### src/iocg_pkg.sv
`default_nettype none
package iocg_pkg;
  // gearbox configurations
  localparam logic [1:0] MODE_BY7  = 2'h0;
  localparam logic [1:0] MODE_BY8  = 2'h1;
  localparam logic [1:0] MODE_BY4  = 2'h2;
  // word widths per configuration
  localparam logic [3:0] WIDTH_BY7 = 4'h7;
  localparam logic [3:0] WIDTH_BY8 = 4'h8;
  localparam logic [3:0] WIDTH_BY4 = 4'h4;
  // structure
  localparam int SER_BITS   = 2;
  localparam int WORD_BITS  = 8;
  localparam int SHIFT_BITS = 16;
  localparam int CNT_BITS   = 5;
  localparam int NIB_BITS   = 4;
  localparam int LANES      = 2;
  localparam int LANE_A     = 0;
  localparam int LANE_C     = 1;
  // reset values
  localparam logic                 OE_INIT_DEFAULT = 1'b0;
  localparam logic [WORD_BITS-1:0] WORD_RESET      = 8'h00;
  // oe path select
  typedef enum logic [1:0] {
    OE_PATH_SDR = 2'b01,
    OE_PATH_DDR = 2'b10
  } iocg_oe_path_t;
endpackage : iocg_pkg
`default_nettype wire

### src/iocg_lane.sv
`default_nettype none
module iocg_lane
  import iocg_pkg::*;
(
  input  wire logic                 clk_in,
  input  wire logic                 rst_n_in,
  input  wire logic [SER_BITS-1:0]  ser_in,
  input  wire logic [3:0]           width_in,
  input  wire logic                 slip_in,
  output logic      [WORD_BITS-1:0] word_out,
  output logic                      valid_out
);
  logic [SHIFT_BITS-1:0] sr_reg;
  logic [SHIFT_BITS-1:0] sr_next;
  logic [CNT_BITS-1:0]   cnt_reg;
  logic [CNT_BITS-1:0]   cnt_next;
  logic [CNT_BITS-1:0]   cnt_acc;
  logic [CNT_BITS-1:0]   shamt;
  logic [CNT_BITS-1:0]   width_ext;
  logic [SHIFT_BITS-1:0] shifted;
  logic [SHIFT_BITS-1:0] mask_wide;
  logic [WORD_BITS-1:0]  word_reg;
  logic [WORD_BITS-1:0]  word_next;
  logic                  valid_reg;
  logic                  valid_next;

  // ser_in[1] is the earlier bit; the earliest bit of a word lands in its msb
  always_comb begin
    sr_next    = {sr_reg[SHIFT_BITS-SER_BITS-1:0], ser_in};                // [RULE8]
    width_ext  = {1'b0, width_in};
    // a slip drops one serial bit, moving the boundary by exactly one bit
    cnt_acc    = cnt_reg + CNT_BITS'(SER_BITS) - {{(CNT_BITS-1){1'b0}}, slip_in}; // [RULE11]
    shamt      = cnt_acc - width_ext;
    shifted    = sr_next >> shamt;
    mask_wide  = (16'h0001 << width_in) - 16'h0001;
    word_next  = word_reg;
    valid_next = 1'b0;
    cnt_next   = cnt_acc;
    if (cnt_acc >= width_ext) begin
      word_next  = shifted[WORD_BITS-1:0] & mask_wide[WORD_BITS-1:0];   // [RULE4]
      valid_next = 1'b1;
      cnt_next   = shamt;
    end
  end

  // reset empties the shift and holding state; capture restarts on the next edge
  always_ff @(posedge clk_in or negedge rst_n_in) begin
    if (!rst_n_in) begin
      sr_reg    <= '0;                                                   // [RULE10]
      cnt_reg   <= '0;
      word_reg  <= WORD_RESET;
      valid_reg <= 1'b0;
    end else begin
      sr_reg    <= sr_next;
      cnt_reg   <= cnt_next;
      word_reg  <= word_next;
      valid_reg <= valid_next;
    end
  end

  // in 1:8 mode, from an even count a slip makes the next word a full cycle late;
  // from an odd count the dropped bit only empties the residue, so the cycle timing is unchanged
  slip_stretch_a: assert property ( // [RULE11]
    @(posedge clk_in) disable iff (!rst_n_in)
    (width_in == WIDTH_BY8 && slip_in && valid_reg && cnt_reg == '0) ##1 (!slip_in)[*3]
      |=> !valid_reg ##1 valid_reg)
    else $error("slip did not stretch the word period by one bit");

  assign word_out  = word_reg;
  assign valid_out = valid_reg;
endmodule : iocg_lane
`default_nettype wire

### src/iocg_top.sv
// Notes on behaviour
// RULE1: every output-enable control from the core passes a register before the pad buffer.
// RULE2: in single data rate the oe data input is caught in one flop that drives the pad enable.
// RULE3: in ddr memory mode on right-edge cells the oe ddr input is registered on the shifted strobe.
// RULE4: the gearbox works as a 1:7 deserialiser, one 1:8 gearbox or two 1:4 gearboxes.
// RULE5: the word sits on bits 6..0 in 1:7 mode and on bits 7..0 in 1:8 mode.
// RULE6: in dual 1:4 mode the a-position nibble is on bits 7..4 and the c-position one on 3..0.
// RULE7: the core drives a word alignment request that the gearbox uses to move the word boundary.
// RULE8: serial data is shifted in two bits per fast edge and delivered as words at the slow rate.
// RULE9: each cell register initialises set or cleared as configured and holds it at start-up; only the oe registers take OE_INIT, the rest always clear.
// RULE10: reset clears shift, holding and output state; capture resumes on the first edge after.
// RULE11: each alignment request moves the word boundary by exactly one serial bit, within cycles.
`default_nettype none
module iocg_top
  import iocg_pkg::*;
#(
  parameter bit   RIGHT_EDGE = 1'b1,
  parameter logic OE_INIT    = OE_INIT_DEFAULT
) (
  input  wire logic                 CLOCK_IN,
  input  wire logic                 NRST_IN,
  input  wire logic [SER_BITS-1:0]  SER_A_IN,
  input  wire logic [SER_BITS-1:0]  SER_C_IN,
  input  wire logic [1:0]           GEAR_MODE_IN,
  input  wire logic                 WORD_ALIGN_REQ_IN,
  output logic      [WORD_BITS-1:0] PAR_WORD_OUT,
  output logic                      WORD_VALID_OUT,
  input  wire logic                 OE_DATA_IN,
  input  wire logic                 OE_DDR_IN,
  input  wire logic                 DDR_MODE_IN,
  input  wire logic                 STROBE_WRITE_CLK_SHIFTED_IN,
  output logic                      PAD_OE_OUT
);
  logic                  align_prev_reg;
  logic                  align_prev_next;
  logic                  slip_reg;
  logic                  slip_next;
  logic [3:0]            width_sel;
  logic [3:0]            lane_width [LANES];
  logic [SER_BITS-1:0]   lane_ser   [LANES];
  logic [WORD_BITS-1:0]  lane_word  [LANES];
  logic                  lane_valid [LANES];
  logic [WORD_BITS-1:0]  par_word_reg;
  logic [WORD_BITS-1:0]  par_word_next;
  logic                  word_valid_reg;
  logic                  word_valid_next;
  logic                  mode_by7;
  logic                  mode_by8;
  logic                  mode_by4;

  assign mode_by7 = (GEAR_MODE_IN == MODE_BY7);
  assign mode_by4 = (GEAR_MODE_IN == MODE_BY4);
  assign mode_by8 = !mode_by7 && !mode_by4;

  // one slip per rising edge of the request, so a held request slips once
  always_comb begin
    align_prev_next = WORD_ALIGN_REQ_IN;
    slip_next       = WORD_ALIGN_REQ_IN && !align_prev_reg;              // [RULE7]
  end

  always_ff @(posedge CLOCK_IN or negedge NRST_IN) begin
    if (!NRST_IN) begin
      align_prev_reg <= 1'b0;
      slip_reg       <= 1'b0;
    end else begin
      align_prev_reg <= align_prev_next;
      slip_reg       <= slip_next;
    end
  end

  always_comb begin
    case (GEAR_MODE_IN)
      MODE_BY7: width_sel = WIDTH_BY7;                                   // [RULE4]
      MODE_BY4: width_sel = WIDTH_BY4;
      default:  width_sel = WIDTH_BY8;
    endcase
  end

  // lane c only matters in dual 1:4 mode; it runs at 4 bits so it stays in step
  assign lane_ser[LANE_A]   = SER_A_IN;
  assign lane_ser[LANE_C]   = SER_C_IN;
  assign lane_width[LANE_A] = width_sel;
  assign lane_width[LANE_C] = WIDTH_BY4;

  for (genvar g = 0; g < LANES; g++) begin : g_lane
    iocg_lane u_lane (
      .clk_in    (CLOCK_IN),
      .rst_n_in  (NRST_IN),
      .ser_in    (lane_ser[g]),
      .width_in  (lane_width[g]),
      .slip_in   (slip_reg),
      .word_out  (lane_word[g]),
      .valid_out (lane_valid[g])
    );
  end

  always_comb begin
    par_word_next   = par_word_reg;
    word_valid_next = lane_valid[LANE_A];
    if (lane_valid[LANE_A]) begin
      if (mode_by4) begin
        par_word_next = {lane_word[LANE_A][NIB_BITS-1:0],
                         lane_word[LANE_C][NIB_BITS-1:0]};               // [RULE6]
      end else if (mode_by7) begin
        par_word_next = {1'b0, lane_word[LANE_A][WORD_BITS-2:0]};         // [RULE5]
      end else begin
        par_word_next = lane_word[LANE_A];                               // [RULE5]
      end
    end
  end

  always_ff @(posedge CLOCK_IN or negedge NRST_IN) begin
    if (!NRST_IN) begin
      par_word_reg   <= WORD_RESET;                                      // [RULE10]
      word_valid_reg <= 1'b0;
    end else begin
      par_word_reg   <= par_word_next;                                   // [RULE8]
      word_valid_reg <= word_valid_next;
    end
  end

  assign PAR_WORD_OUT   = par_word_reg;
  assign WORD_VALID_OUT = word_valid_reg;

  // tri-state control path
  logic          strobe_prev_reg;
  logic          strobe_prev_next;
  logic          strobe_rise;
  logic          oe_sdr_reg;
  logic          oe_sdr_next;
  logic          oe_ddr_reg;
  logic          oe_ddr_next;
  iocg_oe_path_t oe_path;

  // the strobe is sampled as a synchronous input; its rising edge acts as the ddr clock
  assign strobe_rise = STROBE_WRITE_CLK_SHIFTED_IN && !strobe_prev_reg;
  // left/top/bottom cells have no ddr register, so ddr mode is ignored there
  assign oe_path     = (RIGHT_EDGE && DDR_MODE_IN) ? OE_PATH_DDR : OE_PATH_SDR;

  always_comb begin
    strobe_prev_next = STROBE_WRITE_CLK_SHIFTED_IN;
    oe_sdr_next      = OE_DATA_IN;                                       // [RULE2]
    oe_ddr_next      = oe_ddr_reg;
    if (strobe_rise) begin
      oe_ddr_next = OE_DDR_IN;                                           // [RULE3]
    end
  end

  // init value is a configuration constant, held until the first capture
  always_ff @(posedge CLOCK_IN or negedge NRST_IN) begin
    if (!NRST_IN) begin
      strobe_prev_reg <= 1'b0;
      oe_sdr_reg      <= OE_INIT;                                        // [RULE9]
      oe_ddr_reg      <= OE_INIT;                                        // [RULE9]
    end else begin
      strobe_prev_reg <= strobe_prev_next;
      oe_sdr_reg      <= oe_sdr_next;                                    // [RULE1]
      oe_ddr_reg      <= oe_ddr_next;                                    // [RULE1]
    end
  end

  always_comb begin
    case (oe_path)
      OE_PATH_SDR: PAD_OE_OUT = oe_sdr_reg;                              // [RULE2]
      OE_PATH_DDR: PAD_OE_OUT = oe_ddr_reg;                              // [RULE3]
      default:     PAD_OE_OUT = oe_sdr_reg;
    endcase
  end

  sdr_oe_pipe_a: assert property ( // [RULE1] [RULE2]
    @(posedge CLOCK_IN) disable iff (!NRST_IN)
    (oe_path == OE_PATH_SDR) ##1 (oe_path == OE_PATH_SDR)
      |-> PAD_OE_OUT == $past(OE_DATA_IN))
    else $error("sdr pad enable does not follow oe data one cycle later");

  ddr_oe_capture_a: assert property ( // [RULE3]
    @(posedge CLOCK_IN) disable iff (!NRST_IN)
    (oe_path == OE_PATH_DDR && STROBE_WRITE_CLK_SHIFTED_IN && !strobe_prev_reg)
      ##1 (oe_path == OE_PATH_DDR) |-> PAD_OE_OUT == $past(OE_DDR_IN))
    else $error("ddr pad enable missed the strobe capture");

  ddr_oe_hold_a: assert property ( // [RULE3]
    @(posedge CLOCK_IN) disable iff (!NRST_IN)
    (oe_path == OE_PATH_DDR && !(STROBE_WRITE_CLK_SHIFTED_IN && !strobe_prev_reg))
      ##1 (oe_path == OE_PATH_DDR) |-> $stable(PAD_OE_OUT))
    else $error("ddr pad enable moved without a strobe edge");

  init_value_a: assert property ( // [RULE9]
    @(posedge CLOCK_IN) disable iff (!NRST_IN)
    $rose(NRST_IN) |-> (PAD_OE_OUT == OE_INIT))
    else $error("pad enable not at its init value after reset");

  reset_clear_a: assert property ( // [RULE10]
    @(posedge CLOCK_IN) disable iff (!NRST_IN)
    $rose(NRST_IN) |-> (PAR_WORD_OUT == WORD_RESET && !WORD_VALID_OUT))
    else $error("word output not cleared after reset");

  by7_high_a: assert property ( // [RULE5]
    @(posedge CLOCK_IN) disable iff (!NRST_IN)
    mode_by7 ##1 (mode_by7 && WORD_VALID_OUT) |-> !PAR_WORD_OUT[WORD_BITS-1])
    else $error("bit 7 set in 1:7 mode");

  by8_word_a: assert property ( // [RULE4] [RULE5]
    @(posedge CLOCK_IN) disable iff (!NRST_IN)
    (mode_by8 && lane_valid[LANE_A]) |=> PAR_WORD_OUT == $past(lane_word[LANE_A]))
    else $error("1:8 word not passed whole");

  by4_pack_a: assert property ( // [RULE6]
    @(posedge CLOCK_IN) disable iff (!NRST_IN)
    (mode_by4 && lane_valid[LANE_A]) |=>
      (PAR_WORD_OUT[WORD_BITS-1:NIB_BITS] == $past(lane_word[LANE_A][NIB_BITS-1:0]) &&
       PAR_WORD_OUT[NIB_BITS-1:0] == $past(lane_word[LANE_C][NIB_BITS-1:0])))
    else $error("1:4 nibbles on the wrong bits");

  align_slip_a: assert property ( // [RULE7]
    @(posedge CLOCK_IN) disable iff (!NRST_IN)
    (WORD_ALIGN_REQ_IN && !align_prev_reg) |=> slip_reg ##1 !slip_reg)
    else $error("alignment request did not give one slip");

  by8_rate_a: assert property ( // [RULE8]
    @(posedge CLOCK_IN) disable iff (!NRST_IN)
    (mode_by8 && lane_valid[LANE_A] && !slip_reg) ##1 (mode_by8 && !slip_reg)[*3]
      |=> lane_valid[LANE_A])
    else $error("1:8 words not every four fast cycles");
endmodule : iocg_top
`default_nettype wire

### config.mk
export PLATFORM = sky130hd
export DESIGN_NAME = iocg_top
export DESIGN_NICKNAME = d
export VERILOG_FILES = /design/src/iocg_pkg.sv /design/src/iocg_lane.sv /design/src/iocg_top.sv
export SDC_FILE = /design/constraint.sdc
export NUM_CORES = 1
export LEC_CHECK = 0
export BUFFER_PORTS_ARGS = -buffer_cell sky130_fd_sc_hd__clkbuf_2
export CAP_MARGIN = 20
export CORE_ASPECT_RATIO = 0.5
export CORE_MARGIN = 2
export CORE_UTILIZATION = 45
export CTS_BUF_LIST = sky130_fd_sc_hd__clkbuf_8
export DETAILED_ROUTE_END_ITERATION = 12
export MAX_ROUTING_LAYER = met4
export PLACE_DENSITY = 0.65
export SLEW_MARGIN = 20
export SYNTH_ARGS = -nofsm -noshare
export SYNTH_HDL_FRONTEND = slang
export SYNTH_SLANG_ARGS = --single-unit
### constraint.sdc
create_clock -name CLOCK_IN -period 3.15 [get_ports CLOCK_IN]
set_input_delay 0.1575 -clock CLOCK_IN [delete_from_list [all_inputs] [get_ports CLOCK_IN]]
set_output_delay 0.1575 -clock CLOCK_IN [all_outputs]
set_load 0.01 [all_outputs]
* Word level (Yosys, flattened, before mapping) *
Index checks and enable logic that the tools add are counted.
W data, S select, Z words.

cells by class
  shifts and indexed selects = 3
  reductions and logical operators = 5
  muxes and demuxes = 8
  magnitude comparators = 2
  add/subtract/negate cells = 7
  equality and inequality tests = 2
  bitwise logic cells = 1

operator list
  cell                   count
  $mux W8                2
  $shr A16 B5 Y4         1
  $shr A16 B5 Y8         1
  $add A5 B2 Y5 const B  2
  $mux W5                2
  $sub A5 B1 Y5          2
  $and A8 B8 Y8          1
  $pmux W4 S2            1
  $shl A1 B4 Y8 const A  1
  $sub A8 B1 Y8 const B  1
  $ge A5 B3 Y1 const B   1
  $ge A5 B4 Y1           1
  $sub A5 B3 Y5 const B  1
  $sub A5 B4 Y5          1
  $eq A2 B2 Y1 const B   2
  $logic_and A1 B1 Y1    2
  $logic_not A1 Y1       2
  $logic_not A2 Y1       1
  $mux W1                2
  $mux W2                1

word-level totals
  bits of input ports = 13
  output and inout bits = 10
  register bits after elaboration = 65
  logic and storage cells = 42

* Logic depth before layout (Yosys ltp) *
  depth after elaboration = 5
  mapped depth = 14
  mapped depth without buffers = 13

* Modules after synthesis *
From an unflattened synthesis, not the netlist that was laid out.

unflattened totals
  cell total of the unflattened synthesis = 402
  area total of the unflattened synthesis = 4380.5 sq um

by module, submodules not included
  module     area each (sq um)  times used  sequential area each (sq um)  cells each
  iocg_lane  1845.5             2           700.7                         171
  iocg_top   689.4              1           350.3                         60

* Least setup slack after synthesis *
OpenSTA, ideal clock, no wires.

  path type = reg2reg
  start point = register slip_reg
  end point = register g_lane[1].u_lane.word_reg[2]
  stages on the path, launching flop included = 12
  data required time = 3029 ps
  path buffers = 2
  setup time = 121 ps
  arrival = 2721 ps
  setup slack = 308 ps
  period minus slack after synthesis = 2842 ps
  path through = dfrtp_1 -> ha_1 -> inv_1 -> ha_1 -> inv_1 -> ha_1 -> clkbuf_1 -> inv_1 -> ha_1 -> buf_2 -> mux4_2 -> a22o_1

between the ends
  word-level cells in the longest chain between the ends = 3
  elaborated cells between the ends (all ways) = 4
  those cells by class = 2 x add/sub; 1 x order compare; 1 x shift

RTL lines
  item                      line             source
  start: declaration        iocg_top.sv:36   logic slip_reg;
  start signal: assignment  iocg_top.sv:67   slip_reg <= slip_next;
  $sub A5 B1 Y5 *           iocg_lane.sv:32  cnt_acc = cnt_reg + CNT_BITS'(SER_BITS) - {{(CNT_BITS-1){1'b0}}, slip_in};
  $sub A5 B3 Y5             iocg_lane.sv:33  shamt = cnt_acc - width_ext;
  $shr A16 B5 Y4            iocg_lane.sv:34  shifted = sr_next >> shamt;
  end signal: assignment    iocg_lane.sv:56  word_reg <= word_next;
  end: declaration          iocg_lane.sv:22  logic [WORD_BITS-1:0] word_reg;

Every way passes the cells marked *; elsewhere a longest branch is shown, timed or not.
A chain may end at the register's enable or synchronous reset.

* Worst setup path after layout *
  start point = register slip_reg
  end point = register g_lane[0].u_lane.word_reg[3]

between the ends
  word-level cells in the longest chain between the ends = 4
  elaborated cells between the ends (all ways) = 5
  those cells by class = 2 x add/sub; 1 x order compare; 1 x shift; 1 x bitwise

RTL lines
  item                    line             source
  $sub A5 B1 Y5 *         iocg_lane.sv:32
  $sub A5 B4 Y5           iocg_lane.sv:33
  $shr A16 B5 Y8          iocg_lane.sv:34
  $and A8 B8 Y8           iocg_lane.sv:40  word_next = shifted[WORD_BITS-1:0] & mask_wide[WORD_BITS-1:0];
  end signal: assignment  iocg_lane.sv:56
  end: declaration        iocg_lane.sv:22

Marks and branches as above.

==> results summary <==
The worst setup path is captured at a flop. The growth of design area from synthesis to finish came out at 14.0%. The clock latency of the later-clocked register in the worst-skew pair is 350 ps. The number of hold violations in the final report is 0. Measured along the x axis, the die boundary spans 131 µm.

The cell area after placement is 3840 µm². The number of DRC markers in iteration 0 came out at 64. The pin count of the biggest net entering global routing is 44. TritonCTS built the clock tree. The sequential standard cell area came out at 1630 µm². The multi-input combinational cells in the finished layout cover a total of 1800 µm². Measured along the y axis, the die boundary spans 67.4 µm. After layout, the minimum clock period comes to 3030 ps. For this run, the leading register cell type out of synthesis is dfrtp_1. Across all layers, the routed design uses 2375 vias. After detailed routing, the average wire length per cell comes to 15.9 µm. At the worst endpoint, the arrival time is 3270 ps. In this run the number of H-tree levels came out at 3. The data required time at the worst endpoint came out at 3390 ps. The number of diodes came out at 0. Clock tree synthesis selected as its root buffer the cell clkbuf_8. The setup slack after placement is 164 ps. Of the post-synthesis cell area, the dominant cell type holds 0.450.

The overall routed net length is 7110 µm. Hold is met by 45.3 ps. The number of antenna violations at the first check in global routing is 0.

The unique cell type count in the Yosys netlist is 47. The count of flip-flops with a built-in enable after synthesis is 0. In the synthesized netlist, the cells that appear most often are dfrtp_1, mux2i_1, nand2_1, ha_1, inv_1. The global placer's final weighted congestion is 0.849.

The design area came out at 4120 µm². The core region area is 7890 µm². Headroom to the max-slew limit came out at 0.521. The largest clock skew in the final design came out at 8.26 ps. The number of nets in the final layout came out at 363.

The flip-flop count of the largest register, all copies and words added is 28. The instance count of the mapped netlist came out at 294. The setup-violating endpoint count in the final report is 0. The class of the worst hold path is in2reg. The clock sink count came out at 65. The first TritonRoute pass finished after 4 iterations.

The mean instance size in the synthesized netlist is 12.3 µm². The starting density of the core is 0.459. Counting flops with an async set or reset pin after synthesis yields a share of 1.00. The slack of the critical path is 118 ps.

The highest clock frequency the design can meet came out at 0.330 GHz. The count of nets left with antenna violations after detail routing is 0. The total half-perimeter wirelength after legalization and detailed placement is 5240 µm. Dividing the final minimum period by the clock period gives 0.963. The number of global-route vias before repair is 2454. After synthesis the netlist holds a flip-flop and latch count of 65. The setup path with the least slack is of type reg2reg. In this run, CTS created clock tree buffers numbering 9.

The final-layout fill cell count is 726. 23 I/O pins were placed. The kind of launch point of the worst setup path is a flop.

The first global-routing pass estimated 12000 µm of wire. In this run the cell area of the synthesized design comes to 3620 µm². The max-cap check violation count is 0. For the pin with the worst max-slew slack, the measured transition is 718 ps.

The leading cell type by number of instances after synthesis is dfrtp_1. For this run, the register share of the synthesized area comes to 0.450. The initialized floorplan defines 23 standard-cell rows. The run finished with clean final reports. The number of remaining DRC errors is 0. The count of buffers added on input and output ports is 22. Along the worst path, the maximum fanout reaches 20.

Of the cells placed in the final design, the portion with a size suffix greater than 1 is 0.227. By area the synthesized netlist is led by dfrtp_1, mux2i_1, mux4_2. The area enclosed by the die boundary is 8810 µm². The clock passes through at most 2 buffers. The total global routing overflow is 0. Setup repair after global routing left no endpoint under its margin. The overall fraction of global-route tracks in use came out at 0.188. The synthesized netlist net count came out at 326. During synthesis, Yosys emitted a total of 0 warnings. The ratio of routed vias to standard cells came out at 5.31. The clock-pin transition on the worst setup and hold timing paths is 70 ps. The number of pins exceeding their max-slew limit in the final report is 0. The largest total area in the synthesized netlist belongs to dfrtp_1.

The final sum of negative setup slack is 0 ps.
-- worst paths after layout --
kind / from / to / slack [ps] / cells after the start
worst max register to register: slip_reg / g_lane[0].u_lane.word_out[3] / 120 / 10
worst max-delay path: slip_reg / g_lane[0].u_lane.word_out[3] / 120 / 10
max in group asynchronous: NRST_IN / g_lane[0].u_lane.word_out[6] / 1850 / 3
worst min register to register: g_lane[1].u_lane.sr_reg[1] / g_lane[1].u_lane.sr_reg[3] / 410 / 0
worst min-delay path: OE_DDR_IN / oe_ddr_reg / 50 / 2
min in group asynchronous: NRST_IN / align_prev_reg / 340 / 2
-- layout by cell type, fill, tap and decap left out, types with 3 or more instances in the layout --
cell,n
nor2_1,14
nand3_1,3
mux2_2,6
ha_1,18
buf_4,11
dlygate4sd3_1,8
clkbuf_2,22
a32o_1,5
nor2b_1,9
a211oi_1,5
mux4_2,12
a21oi_1,5
clkbuf_8,10
mux2i_1,43
o21ai_0,3
xor2_1,4
inv_1,19
dfrtp_1,65
a22o_1,6
nand2_1,23
a31oi_1,9
xnor2_1,4
-- worst max-delay path, stage by stage (launching register included) --
cell and delay [ps]:
dfrtp_1 430, ha_1 190, inv_1 40, ha_1 290
inv_1 80, fa_1 570, buf_12 190, mux2i_1 300
mux2i_1 140, mux4_2 470, a22o_1 200
-- cells by family (layout without fill, tap and decap cells) --
kind of cell	after synthesis	after routing	synth area share
compound gates	44	44	0.0907
xor+xnor	11	11	0.0329
fa+ha+maj	19	19	0.0678
buf+inv	34	75	0.0533
flops	65	65	0.450
mux	64	64	0.230
simple gates	57	57	0.0758
-- stage by stage --
stage / std cells / utilization
floorplan: 294 / -
global placement: 424 / 0.487
detailed placement: 424 / 0.487
CTS: 447 / 0.522
global route: 447 / 0.523
finish: 447 / 0.523
-- timing repair --
action	CTS	global route
endpoints found under the setup margin	0	1
hold buffers	8	0
resized for setup	0	1
buffers inserted	0	0
hold endpoints to repair	29	0
-- layer usage --
metal / part of all wire / vias up / track usage
li1: - / 1136 / -
met1: 0.48 / 1197 / 0.232
met2: 0.47 / 30 / 0.296
met3: 0.031 / 12 / 0.0578
met4: 0.015 / 0 / 0.0691
met5: 0 / - / -
-- area by class of cell --
class                   instances  share of cell area
well taps                     112              0.0340
multi-input cells             195               0.437
clock buffers                  10              0.0334
inverters                      18              0.0164
flip-flops and latches         65               0.395
clock inverters                 5              0.0140
repair buffers                 42              0.0710
Power is left out: the tool's default activity adds up to more than one toggle a clock period on the data nets, which glitch-free logic cannot reach.
